--- config.mk ---
export PLATFORM = sky130hd
export DESIGN_NAME = msa_top
export DESIGN_NICKNAME = d
export VERILOG_FILES = /design/src/msa_pkg.sv /design/src/msa_top.sv
export SDC_FILE = /design/constraint.sdc
export NUM_CORES = 1
export LEC_CHECK = 0
export BUFFER_PORTS_ARGS = -buffer_cell sky130_fd_sc_hd__buf_2
export CAP_MARGIN = 20
export CORE_MARGIN = 2
export CORE_UTILIZATION = 58
export DETAILED_ROUTE_END_ITERATION = 6
export PLACE_DENSITY = 0.95
export SLEW_MARGIN = 20
export SYNTH_ARGS = -nofsm -noshare
export SYNTH_HDL_FRONTEND = slang
export SYNTH_SLANG_ARGS = --single-unit
--- constraint.sdc ---
create_clock -name clk -period 6.6 [get_ports clk]
set_clock_uncertainty 0.1 [all_clocks]
set_input_delay 1.65 -clock clk [delete_from_list [all_inputs] [get_ports clk]]
set_output_delay 1.65 -clock clk [all_outputs]
set_load 0.01 [all_outputs]
--- src/msa_pkg.sv ---
// Constants, field positions and carrier types of the status and alert logic
package msa_pkg;
    // Register pointer values seen on the serial port
    localparam logic [7:0] REG_STATUS = 8'h01;
    localparam logic [7:0] REG_MASK = 8'h02;
    localparam logic [7:0] REG_SHUNT = 8'h03;
    // Values after reset
    localparam logic [15:0] MASK_RESET = 16'h0000;
    localparam logic [15:0] SHUNT_RESET = 16'h0000;
    localparam logic [15:0] STATUS_RESET = 16'h0000;
    // Status flag positions
    localparam int FLAG_WARN_TOP = 15;
    localparam int FLAG_WARN_LOW = 11;
    localparam int FLAG_LIMIT_TOP = 10;
    localparam int FLAG_LIMIT_LOW = 8;
    localparam int FLAG_CRITICAL_POS_FLAG_TOP = 7;
    localparam int FLAG_CRITICAL_POS_FLAG_LOW = 6;
    localparam int FLAG_CONV = 5;
    localparam int FLAG_ALERT = 4;
    localparam int FLAG_OVF = 3;
    // Mask register field positions
    localparam int MASK_LOW = 5;
    localparam int MASK_ALERT_EN = 3;
    localparam int MASK_CRITICAL_POS_FLAG_EN = 2;
    localparam int MASK_LIMIT_EN = 1;
    localparam int MASK_WARN_EN = 0;
    // Shunt full scale at unity gain, in 10 uV counts; doubles per gain step
    localparam logic [15:0] SHUNT_FS_UNITY = 16'h0FA0;
    localparam logic [1:0] GAIN_DIV8 = 2'h3;
    // Operating modes that do not clear the conversion flag on a config write
    localparam logic [2:0] MODE_POWER_DOWN = 3'h0;
    localparam logic [2:0] MODE_ADC_OFF = 3'h4;
    // Serial port framing
    localparam logic [3:0] BITS_PER_BYTE = 4'h8;
    localparam logic [1:0] BYTE_ADDR = 2'h0;
    localparam logic [1:0] BYTE_PTR = 2'h1;
    localparam logic [1:0] BYTE_HI = 2'h2;
    localparam logic [1:0] BYTE_LO = 2'h3;

    typedef enum logic [2:0] {
        ST_IDLE = 3'h0,
        ST_RX = 3'h1,
        ST_RX_ACK = 3'h3,
        ST_TX = 3'h2,
        ST_TX_ACK = 3'h6
    } msa_state_t;

    // Results from the converters and arithmetic
    typedef struct packed {
        logic [15:0] bus_volt;
        logic [15:0] power;
        logic signed [15:0] shunt_raw;
    } msa_meas_t;

    // Limit values from the limit registers
    typedef struct packed {
        logic [15:0] bus_over_warn;
        logic [15:0] bus_under_warn;
        logic [15:0] power_warn;
        logic signed [15:0] shunt_pos_warn;
        logic signed [15:0] shunt_neg_warn;
        logic [15:0] bus_over_lim;
        logic [15:0] bus_under_lim;
        logic [15:0] power_lim;
        logic signed [15:0] critical_pos_flag_pos;
        logic signed [15:0] critical_pos_flag_neg;
    } msa_limits_t;

    // Latch options per flag group
    typedef struct packed {
        logic warn;
        logic limit;
        logic critical_pos_flag;
    } msa_latch_t;
endpackage

--- src/msa_top.sv ---
// Status flags, alert mask, watchdog pins, shunt result and serial register port
`timescale 1ns/10ps
module msa_top #(
    parameter logic [6:0] DEV_ADDR = 7'h40
) (
    input wire logic clk, // 125 MHz clock
    input wire logic rst_n, // Async reset, active low
    input wire logic scl_i, // Serial clock pin
    input wire logic sda_i, // Serial data pin level
    output logic sda_o, // Serial data drive value
    output logic sda_oe, // Serial data drive enable
    output logic alert_o, // Alert pin drive value
    output logic alert_oe, // Alert pin drive enable
    output logic warning_pin, // Warning watchdog output
    output logic limit_pin, // Over-limit watchdog output
    output logic critical_pin, // Critical comparator output
    input wire msa_pkg::msa_meas_t meas, // Latest results
    input wire logic meas_done, // Pulse: results of a cycle ready
    input wire logic math_ovf, // Pulse: arithmetic overflow
    input wire msa_pkg::msa_limits_t limits, // Limit register values
    input wire msa_pkg::msa_latch_t latch_opt, // Flag latch options
    input wire logic [1:0] shunt_gain_select, // Gain code from config
    input wire logic cfg_write, // Pulse: config register written
    input wire logic [2:0] cfg_mode, // Mode field of that write
    input wire logic convert_trig, // Pulse: single-shot from convert pin
    output logic [15:0] alert_mask_enable, // Mask/enable register
    output logic [15:0] shunt_voltage_result, // Formatted shunt result
    output logic [15:0] limit_status_flags // Status register
);
    // Address must fit the 7-bit field and not be a reserved all-zero call
    generate
        if (DEV_ADDR == 7'h00)
        begin : g_bad_addr
            $error("DEV_ADDR must not be zero");
        end
    endgenerate

    // Pin synchronisers: first stage feeds only the second
    logic scl_m_r, sda_m_r, scl_s_r, sda_s_r, scl_d_r, sda_d_r;
    always_ff @(posedge clk or negedge rst_n)
    begin
        if (!rst_n)
        begin
            scl_m_r <= 1'b1;
            sda_m_r <= 1'b1;
            scl_s_r <= 1'b1;
            sda_s_r <= 1'b1;
            scl_d_r <= 1'b1;
            sda_d_r <= 1'b1;
        end
        else
        begin
            scl_m_r <= scl_i;
            sda_m_r <= sda_i;
            scl_s_r <= scl_m_r;
            sda_s_r <= sda_m_r;
            scl_d_r <= scl_s_r;
            sda_d_r <= sda_s_r;
        end
    end

    // Bus events from the settled levels
    wire scl_rise = scl_s_r & ~scl_d_r;
    wire scl_fall = ~scl_s_r & scl_d_r;
    wire bus_start = scl_s_r & scl_d_r & sda_d_r & ~sda_s_r;
    wire bus_stop = scl_s_r & scl_d_r & ~sda_d_r & sda_s_r;

    // Serial port state
    msa_pkg::msa_state_t state_r, state_nxt;
    logic [3:0] bit_cnt_r, bit_cnt_nxt;
    logic [7:0] shreg_r, shreg_nxt;
    logic [1:0] byte_idx_r, byte_idx_nxt;
    logic rw_r, rw_nxt;
    logic [7:0] ptr_r, ptr_nxt;
    logic [7:0] hi_r, hi_nxt;
    logic [15:0] tx_word_r, tx_word_nxt;
    logic tx_lo_r, tx_lo_nxt;
    logic nack_r, nack_nxt;
    logic mask_we, status_rd;

    // Register read selection; unmapped pointers read as zero
    wire [15:0] rd_word = (ptr_r == msa_pkg::REG_STATUS) ? limit_status_flags :
                          (ptr_r == msa_pkg::REG_MASK) ? alert_mask_enable :
                          (ptr_r == msa_pkg::REG_SHUNT) ? shunt_voltage_result : 16'h0000;
    wire byte_full = (bit_cnt_r == msa_pkg::BITS_PER_BYTE);
    wire addr_hit = (shreg_r[7:1] == DEV_ADDR);
    wire [1:0] byte_step = (byte_idx_r == msa_pkg::BYTE_LO) ? byte_idx_r : byte_idx_r + 2'h1;
    wire [3:0] tx_idx = {~tx_lo_r, ~bit_cnt_r[2:0]};

    // Byte framing, acknowledge and register pointer handling
    always_comb
    begin
        state_nxt = state_r;
        bit_cnt_nxt = bit_cnt_r;
        shreg_nxt = shreg_r;
        byte_idx_nxt = byte_idx_r;
        rw_nxt = rw_r;
        ptr_nxt = ptr_r;
        hi_nxt = hi_r;
        tx_word_nxt = tx_word_r;
        tx_lo_nxt = tx_lo_r;
        nack_nxt = nack_r;
        mask_we = 1'b0;
        status_rd = 1'b0;
        if (bus_start)
        begin
            state_nxt = msa_pkg::ST_RX;
            bit_cnt_nxt = 4'h0;
            byte_idx_nxt = msa_pkg::BYTE_ADDR;
        end
        else if (bus_stop)
        begin
            state_nxt = msa_pkg::ST_IDLE;
        end
        else
        begin
            case (state_r)
                msa_pkg::ST_IDLE:
                begin
                    bit_cnt_nxt = 4'h0;
                end
                msa_pkg::ST_RX:
                begin
                    if (scl_rise)
                    begin
                        shreg_nxt = {shreg_r[6:0], sda_s_r};
                        bit_cnt_nxt = bit_cnt_r + 4'h1;
                    end
                    else if (scl_fall && byte_full)
                    begin
                        state_nxt = msa_pkg::ST_RX_ACK;
                        case (byte_idx_r)
                            msa_pkg::BYTE_ADDR:
                            begin
                                rw_nxt = shreg_r[0];
                                if (!addr_hit)
                                    state_nxt = msa_pkg::ST_IDLE;
                            end
                            msa_pkg::BYTE_PTR: ptr_nxt = shreg_r;
                            msa_pkg::BYTE_HI: hi_nxt = shreg_r;
                            default: mask_we = (ptr_r == msa_pkg::REG_MASK);
                        endcase
                    end
                end
                msa_pkg::ST_RX_ACK:
                begin
                    if (scl_fall)
                    begin
                        bit_cnt_nxt = 4'h0;
                        byte_idx_nxt = byte_step;
                        tx_lo_nxt = 1'b0;
                        tx_word_nxt = rd_word;
                        state_nxt = (rw_r && byte_idx_r == msa_pkg::BYTE_ADDR) ?
                                    msa_pkg::ST_TX : msa_pkg::ST_RX;
                    end
                end
                msa_pkg::ST_TX:
                begin
                    // Count on SCL fall so a bit never moves while SCL is high
                    if (scl_fall && bit_cnt_r != 4'h7)
                        bit_cnt_nxt = bit_cnt_r + 4'h1;
                    else if (scl_fall)
                    begin
                        state_nxt = msa_pkg::ST_TX_ACK;
                        // Whole word sent: status counts as read here
                        status_rd = tx_lo_r && (ptr_r == msa_pkg::REG_STATUS);
                    end
                end
                msa_pkg::ST_TX_ACK:
                begin
                    if (scl_rise)
                        nack_nxt = sda_s_r;
                    else if (scl_fall)
                    begin
                        bit_cnt_nxt = 4'h0;
                        state_nxt = nack_r ? msa_pkg::ST_IDLE : msa_pkg::ST_TX;
                        tx_lo_nxt = ~tx_lo_r;
                        // Next word is a fresh snapshot, so repeated reads stay current
                        if (tx_lo_r)
                            tx_word_nxt = rd_word;
                    end
                end
                default: state_nxt = msa_pkg::ST_IDLE;
            endcase
        end
    end

    always_ff @(posedge clk or negedge rst_n)
    begin
        if (!rst_n)
        begin
            state_r <= msa_pkg::ST_IDLE;
            bit_cnt_r <= 4'h0;
            shreg_r <= 8'h00;
            byte_idx_r <= msa_pkg::BYTE_ADDR;
            rw_r <= 1'b0;
            ptr_r <= 8'h00;
            hi_r <= 8'h00;
            tx_word_r <= 16'h0000;
            tx_lo_r <= 1'b0;
            nack_r <= 1'b0;
        end
        else
        begin
            state_r <= state_nxt;
            bit_cnt_r <= bit_cnt_nxt;
            shreg_r <= shreg_nxt;
            byte_idx_r <= byte_idx_nxt;
            rw_r <= rw_nxt;
            ptr_r <= ptr_nxt;
            hi_r <= hi_nxt;
            tx_word_r <= tx_word_nxt;
            tx_lo_r <= tx_lo_nxt;
            nack_r <= nack_nxt;
        end
    end

    // Open-drain data: pull low for acknowledge or a zero data bit
    assign sda_o = 1'b0;
    assign sda_oe = (state_r == msa_pkg::ST_RX_ACK) ||
                    (state_r == msa_pkg::ST_TX && !byte_full && !tx_word_r[tx_idx]);

    // Mask/enable register, bit 4 has no storage
    logic [15:0] mask_r;
    wire [15:0] mask_wdata = {hi_r, shreg_r} & 16'hFFEF;
    always_ff @(posedge clk or negedge rst_n)
    begin
        if (!rst_n)
            mask_r <= msa_pkg::MASK_RESET;
        else if (mask_we)
            mask_r <= mask_wdata;
    end
    assign alert_mask_enable = mask_r;

    // Shunt full scale doubles per gain step; code 11 is divide-by-8
    wire [15:0] fs_pos = msa_pkg::SHUNT_FS_UNITY << shunt_gain_select;
    wire signed [15:0] fs_neg = -$signed(fs_pos);
    // Clamping to the range leaves all sign bits equal to the top bit
    wire [15:0] shunt_fmt = ($signed(meas.shunt_raw) > $signed(fs_pos)) ? fs_pos :
                            ($signed(meas.shunt_raw) < fs_neg) ? fs_neg :
                            meas.shunt_raw;
    logic [15:0] shunt_r;
    always_ff @(posedge clk or negedge rst_n)
    begin
        if (!rst_n)
            shunt_r <= msa_pkg::SHUNT_RESET;
        else if (meas_done)
            shunt_r <= shunt_fmt;
    end
    assign shunt_voltage_result = shunt_r;

    // Limit comparisons on the latest results
    logic [15:0] flags_r, flags_nxt;
    logic [15:0] viol, hold;
    always_comb
    begin
        viol = 16'h0000;
        viol[15] = meas.bus_volt > limits.bus_over_warn;
        viol[14] = meas.bus_volt < limits.bus_under_warn;
        viol[13] = meas.power > limits.power_warn;
        viol[12] = $signed(shunt_r) > $signed(limits.shunt_pos_warn);
        viol[11] = $signed(shunt_r) < $signed(limits.shunt_neg_warn);
        viol[10] = meas.bus_volt > limits.bus_over_lim;
        viol[9] = meas.bus_volt < limits.bus_under_lim;
        viol[8] = meas.power > limits.power_lim;
        viol[7] = $signed(shunt_r) > $signed(limits.critical_pos_flag_pos);
        viol[6] = $signed(shunt_r) < $signed(limits.critical_pos_flag_neg);
    end

    // Latch option per flag group
    assign hold = {{5{latch_opt.warn}}, {3{latch_opt.limit}}, {2{latch_opt.critical_pos_flag}}, 6'h00};

    // Alert raised by any enabled, unmasked flag of bits 15 to 5; of the mask, only the alert enable clears a flag (the alert flag)
    wire alert_en = mask_r[msa_pkg::MASK_ALERT_EN];
    wire alert_req = alert_en & |(flags_r[15:5] & mask_r[15:5]);
    wire cfg_clr = cfg_write && cfg_mode != msa_pkg::MODE_POWER_DOWN &&
                   cfg_mode != msa_pkg::MODE_ADC_OFF;

    // Limit flags: live, or sticky until a status read when latched
    genvar gi;
    generate
        for (gi = msa_pkg::FLAG_CRITICAL_POS_FLAG_LOW; gi <= msa_pkg::FLAG_WARN_TOP; gi++)
        begin : g_lim
            assign flags_nxt[gi] = viol[gi] | (flags_r[gi] & hold[gi] & ~status_rd);
        end
    endgenerate
    // Event flags; a set in the clearing cycle wins
    assign flags_nxt[5] = meas_done | (flags_r[5] & ~(status_rd | cfg_clr | convert_trig));
    assign flags_nxt[4] = alert_req | (flags_r[4] & ~status_rd & alert_en);
    assign flags_nxt[3] = math_ovf | (flags_r[3] & ~status_rd);
    assign flags_nxt[2:0] = 3'h0;

    always_ff @(posedge clk or negedge rst_n)
    begin
        if (!rst_n)
            flags_r <= msa_pkg::STATUS_RESET;
        else
            flags_r <= flags_nxt;
    end
    assign limit_status_flags = flags_r;

    // Watchdog pins; overflow drives none of them
    logic warn_pin_r, limit_pin_r, critical_pos_flag_pin_r;
    always_ff @(posedge clk or negedge rst_n)
    begin
        if (!rst_n)
        begin
            warn_pin_r <= 1'b0;
            limit_pin_r <= 1'b0;
            critical_pos_flag_pin_r <= 1'b0;
        end
        else
        begin
            warn_pin_r <= mask_r[msa_pkg::MASK_WARN_EN] & |flags_r[15:11];
            limit_pin_r <= mask_r[msa_pkg::MASK_LIMIT_EN] & |flags_r[10:8];
            critical_pos_flag_pin_r <= mask_r[msa_pkg::MASK_CRITICAL_POS_FLAG_EN] & |flags_r[7:6];
        end
    end
    assign warning_pin = warn_pin_r;
    assign limit_pin = limit_pin_r;
    assign critical_pin = critical_pos_flag_pin_r;

    // Alert pin pulled low while the alert flag stands
    assign alert_o = 1'b0;
    assign alert_oe = flags_r[msa_pkg::FLAG_ALERT];
endmodule

* Word-level counts from Yosys, hierarchy flattened *
Index checks and enable logic that the tools add are counted.
Widths: inputs -> output; s select.

storage, ports and cells
  bits in registers = 105
  bits of input ports = 224
  output and inout port bits = 55
  logic and storage cells = 218

operators by class
  add/sub/neg operators = 3
  magnitude comparators = 13
  eq/ne operators = 31
  shift-type cells = 1
  muxes and demuxes = 53
  bitwise logic cells = 62
  reductions and logical operators = 33

operators by type and width
  kind                   number
  $mux 16                9
  $gt 16x16->1           7
  $lt 16x16->1           5
  $and 1x1->1            35
  $pmux 16 s2            1
  $ne 4x4->1 const B     7
  $mux 3                 9
  $mux 4                 6
  $reduce_and 6->1       4
  $pmux 4 s5             1
  $mux 2                 9
  $eq 8x2->1 const B     2
  $neg 16->16            1
  $shl 12x2->16 const A  1
  $mux 1                 15
  $ne 3x3->1 const B     5
  $or 1x1->1             15
  $pmux 3 s5             1
  $ne 2x2->1 const B     6
  $reduce_and 4->1       3
  $and 11x11->11         1
  $reduce_or 11->1       1
  $not 1->1              10
  $eq 8x1->1 const B     1
  other kinds (28)       41

* Depth between registers and ports, before layout *
  depth after elaboration = 12
  gate-level depth with buffers = 17
  gate-level depth less buffers = 15

* Worst setup path after synthesis *
No wires, ideal clock.

  path type = input -> register
  from = in shunt_gain_select[1]
  to = reg shunt_r[5] (netlist: shunt_voltage_result[5])
  setup time = 0.082 ns
  data arrival time = 4.552 ns
  data required time = 6.418 ns
  slack = 1.866 ns
  cell stages on the path = 15
  buffers on the path = 2
  cell sequence = inv_1 > ha_1 > clkbuf_1 > inv_1 > ha_1 > o21ai_0 > nand2b_1 > a21oi_1 > o211ai_1 > a2111oi_0 > or3_1 > ha_1 > clkbuf_1 > or3b_2 > a31oi_1

on the way
  word-level cells in the longest chain between the ends = 5
  elaborated cells on any way between the ends = 6
  those cells by class = add/sub: 1; order compare: 2; shift: 1; mux: 2

ends and longest elaborated chain
  element               RTL line        text
  from (decl)           msa_top.sv:22   input wire logic [1:0] shunt_gain_select,
  $shl 12x2->16 *       msa_top.sv:236  wire [15:0] fs_pos = msa_pkg::SHUNT_FS_UNITY << shunt_gain_select;
  $neg 16->16           msa_top.sv:237  wire signed [15:0] fs_neg = -$signed(fs_pos);
  $lt 16x16->1          msa_top.sv:240  ($signed(meas.shunt_raw) < fs_neg) ? fs_neg :
  $mux 16               msa_top.sv:240
  $mux 16 *             msa_top.sv:239  wire [15:0] shunt_fmt = ($signed(meas.shunt_raw) > $signed(fs_pos)) ? fs_pos :
  to (signal assigned)  msa_top.sv:246  shunt_r <= msa_pkg::SHUNT_RESET;
  to (signal assigned)  msa_top.sv:248  shunt_r <= shunt_fmt;
  to (decl)             msa_top.sv:242  logic [15:0] shunt_r;

Mark *: on every way between the ends. The rest lies on a longest branch, timed or not.
A chain may end at the register's enable or synchronous reset.

* Final worst setup path *
  from = in shunt_gain_select[1]
  to = reg shunt_r[14] (netlist: shunt_voltage_result[14])

The elaborated chain is that of the path after synthesis.

==> impl_metrics.ini <==
[drt]
ant_nets = 0
drc = 0
drt_iter0_drc = 464
wirelength_mm = 28.0
first_pass_iters = 7
wl_per_cell_um = 18.6
dr_total_vias = 8957
viasPerCell = 5.96

[sta]
min_period_ns = 4.93
hold_violations = 0
rsz0062_at_grt = false
setup_viol = 0
maxSlewHeadroom = 0.402
slew_violations = 0
worst_pin_slew_ns = 0.897
fmax_ghz = 0.203
tns_ns = 0
timing.final.crit_share = 0.747

[synthesis]
async_flop_share = 1.00
ys_ff_latch = 105
ys.flop_type = dfrtp_1
yosys_warnings = 0
netlist_instances = 1025
synth_edf_count = 0
synth_cell_type_count = 74
ys_seq_area_frac = 0.278
netlist_area_mm2 = 0.00949
avgSynthCellArea_um2 = 9.26

[power_and_ir_drop]
seq_power_share = 0.416
switching_share = 0.335
switchingPower_uw = 619
pwr-share-clk = 0.295
ir_worst_vdd_uv = 168
p_int_uw = 1230
power_frac_comb = 0.288
p_leak_uw = 0.00634
power_density_mw_per_mm2 = 164

[grt]
use_met3 = 0.0619
overflow = 0
antenna_found_initial = 0
grt_usage = 0.318
use_met2 = 0.567
grt-busiest-layer = met2
met1_usage = 0.363
grt_max_degree = 69
grt_pass1_vias = 9060
grt_pass1_wl_mm = 44.7

[place]
dp.cells = 1486
hpwl_mm = 22.5
place.gp.congestion = 0.923
port-buffer-count = 271

[clocking]
cts.sinks = 105
clkTransAtPathRegs_ns = 0.07
cts_tree = yes
htreeDepth = 3
clk_latency_ns = 0.35
cts.repair.resized = 0
cts_hold_buf = 0
clock_path_buffers = 2
root_buffer = clkbuf_16
cts_setup_buffers = 0
cts_buffers = 9

[die]
die_h_um = 132
start_util = 0.595
io_pins = 279
num_rows = 46
core_mm2 = 0.0159
die_area_mm2 = 0.0174
die_w_um = 132

[cells_and_area]
fin_cells = 1502
drive_gt1_frac = 0.291
multiInputGateArea_mm2 = 0.00602
nFillCells = 1181
postLayoutCoreUtil = 0.707
area.sequential_mm2 = 0.00264
area_delta_synth_final_pct = 18.8
final_common_cell = buf_2
diodes = 0
nets = 1690
mostFrequentLayoutCells = 270 x buf_2, 185 x ha_1, 179 x inv_1

[outcome]
status = completed

[critical_path]
worstSetupPathType = primary input to flop
end_kind = flop
arrival_ns = 5.06
worst-path-max-fanout = 11
ff2ff_setup_slack_ns = 3.67
startpoint_type = primary input
required_ns = 6.73

[flow_run]
maxCapViolations = 0

[min_path]
hold_path.class = flop to flop
registers in the layout, summed over array words and instances (netlist names), 2 cells and up:
register,flops
shreg_r,8
limit_status_flags,13
alert_mask_enable,15
state_r,3
bit_cnt_r,4
ptr_r,8
byte_idx_r,2
tx_word_r,16
shunt_voltage_result,16
hi_r,8
cell families (layout without fill, tap and decap cells):
group,Yosys count,in the layout,synth area share
xor gates and xnor gates,3,3,0.00277
other,1,6,0.000395
muxes,78,78,0.101
buffers and inverters,212,468,0.0893
and+or+nand+nor,202,202,0.116
AOI/OAI and AO/OA,239,239,0.170
adders and majority gates,185,185,0.244
DFF,105,105,0.278
cell type report:
class,count,share of cell area
Inverter,180,0.0599
Clock inverter,6,0.00666
Timing Repair Buffer,272,0.121
Sequential cell,105,0.234
Tap cell,216,0.0240
Clock buffer,10,0.0203
Multi-Input combinational cell,713,0.534
metal layers:
metal,vias to the layer above,part of all wire
li1,4182,-
met1,4181,0.38
met2,483,0.49
met3,111,0.078
met4,0,0.044
met5,-,0
cells in the mapped netlist, drive strengths merged (3+ instances only):
cell	count	area, µm²
o31ai	15	113
inv	180	676
nand2	52	195
a32oi	4	35.0
o21a	10	75.1
o21ai	46	230
nand2b	8	50.1
nor3	13	65.1
a221oi	3	26.3
dfstp	6	158
nand4	21	146
buf	16	110
a21oi	48	244
nand3	21	105
ha	185	2310
and3	5	31.3
and4	5	43.8
a31o	8	70.1
a22oi	15	113
clkbuf	16	61.3
nor2	30	113
a31oi	9	56.3
nor2b	11	68.8
a22o	3	26.3
o211ai	9	67.6
a211oi	11	87.6
nand3b	3	22.5
a21o	36	270
mux2	59	702
dfrtp	99	2480
mux4	5	113
mux2i	14	140
nor4	15	100
or3	5	36.3
path summary, 6_finish.rpt:
check | startpoint | end | cells after the start
worst max-delay path | shunt_gain_select[1] | shunt_voltage_result[14] | 16
worst min-delay path | scl_m_r | scl_s_r | 0
worst max register to register | ptr_r[7] | limit_status_flags[15] | 5
worst min register to register | scl_m_r | scl_s_r | 0
max in group asynchronous | rst_n | warning_pin | 2
min in group asynchronous | rst_n | limit_status_flags[3] | 1
worst max-delay path: stages:
cell and delay, ns:
buf_2 0.16, inv_1 0.18, ha_1 0.37, inv_1 0.13, ha_1 0.32, o21ai_0 0.19
nand2b_1 0.07, a21oi_1 0.16, o211ai_1 0.11, a2111oi_0 0.38, or3_1 0.17, ha_1 0.36
inv_1 0.22, mux2i_1 0.20, mux2i_1 0.09, mux2_2 0.29
per-stage QoR:
stage,cell area (µm²),power (µW),hold WS (ns),setup WS [ns]
floorplan,9510,1060,0.245,1.87
global placement,11000,1270,0.246,1.38
detailed placement,11000,1300,0.249,1.34
CTS,11300,1840,0.259,1.70
global route,11300,1950,0.269,1.38
finish,11300,1850,0.257,1.67
power by group through the flow:
stage               Clock [µW]  Sequential [µW]  Combinational, µW
global route               573              772                602
CTS                        550              765                529
global placement             0              777                493
floorplan                    0              744                313
detailed placement           0              779                526
finish                     546              769                533
No activity file was read; power rests on OpenSTA's default activity.
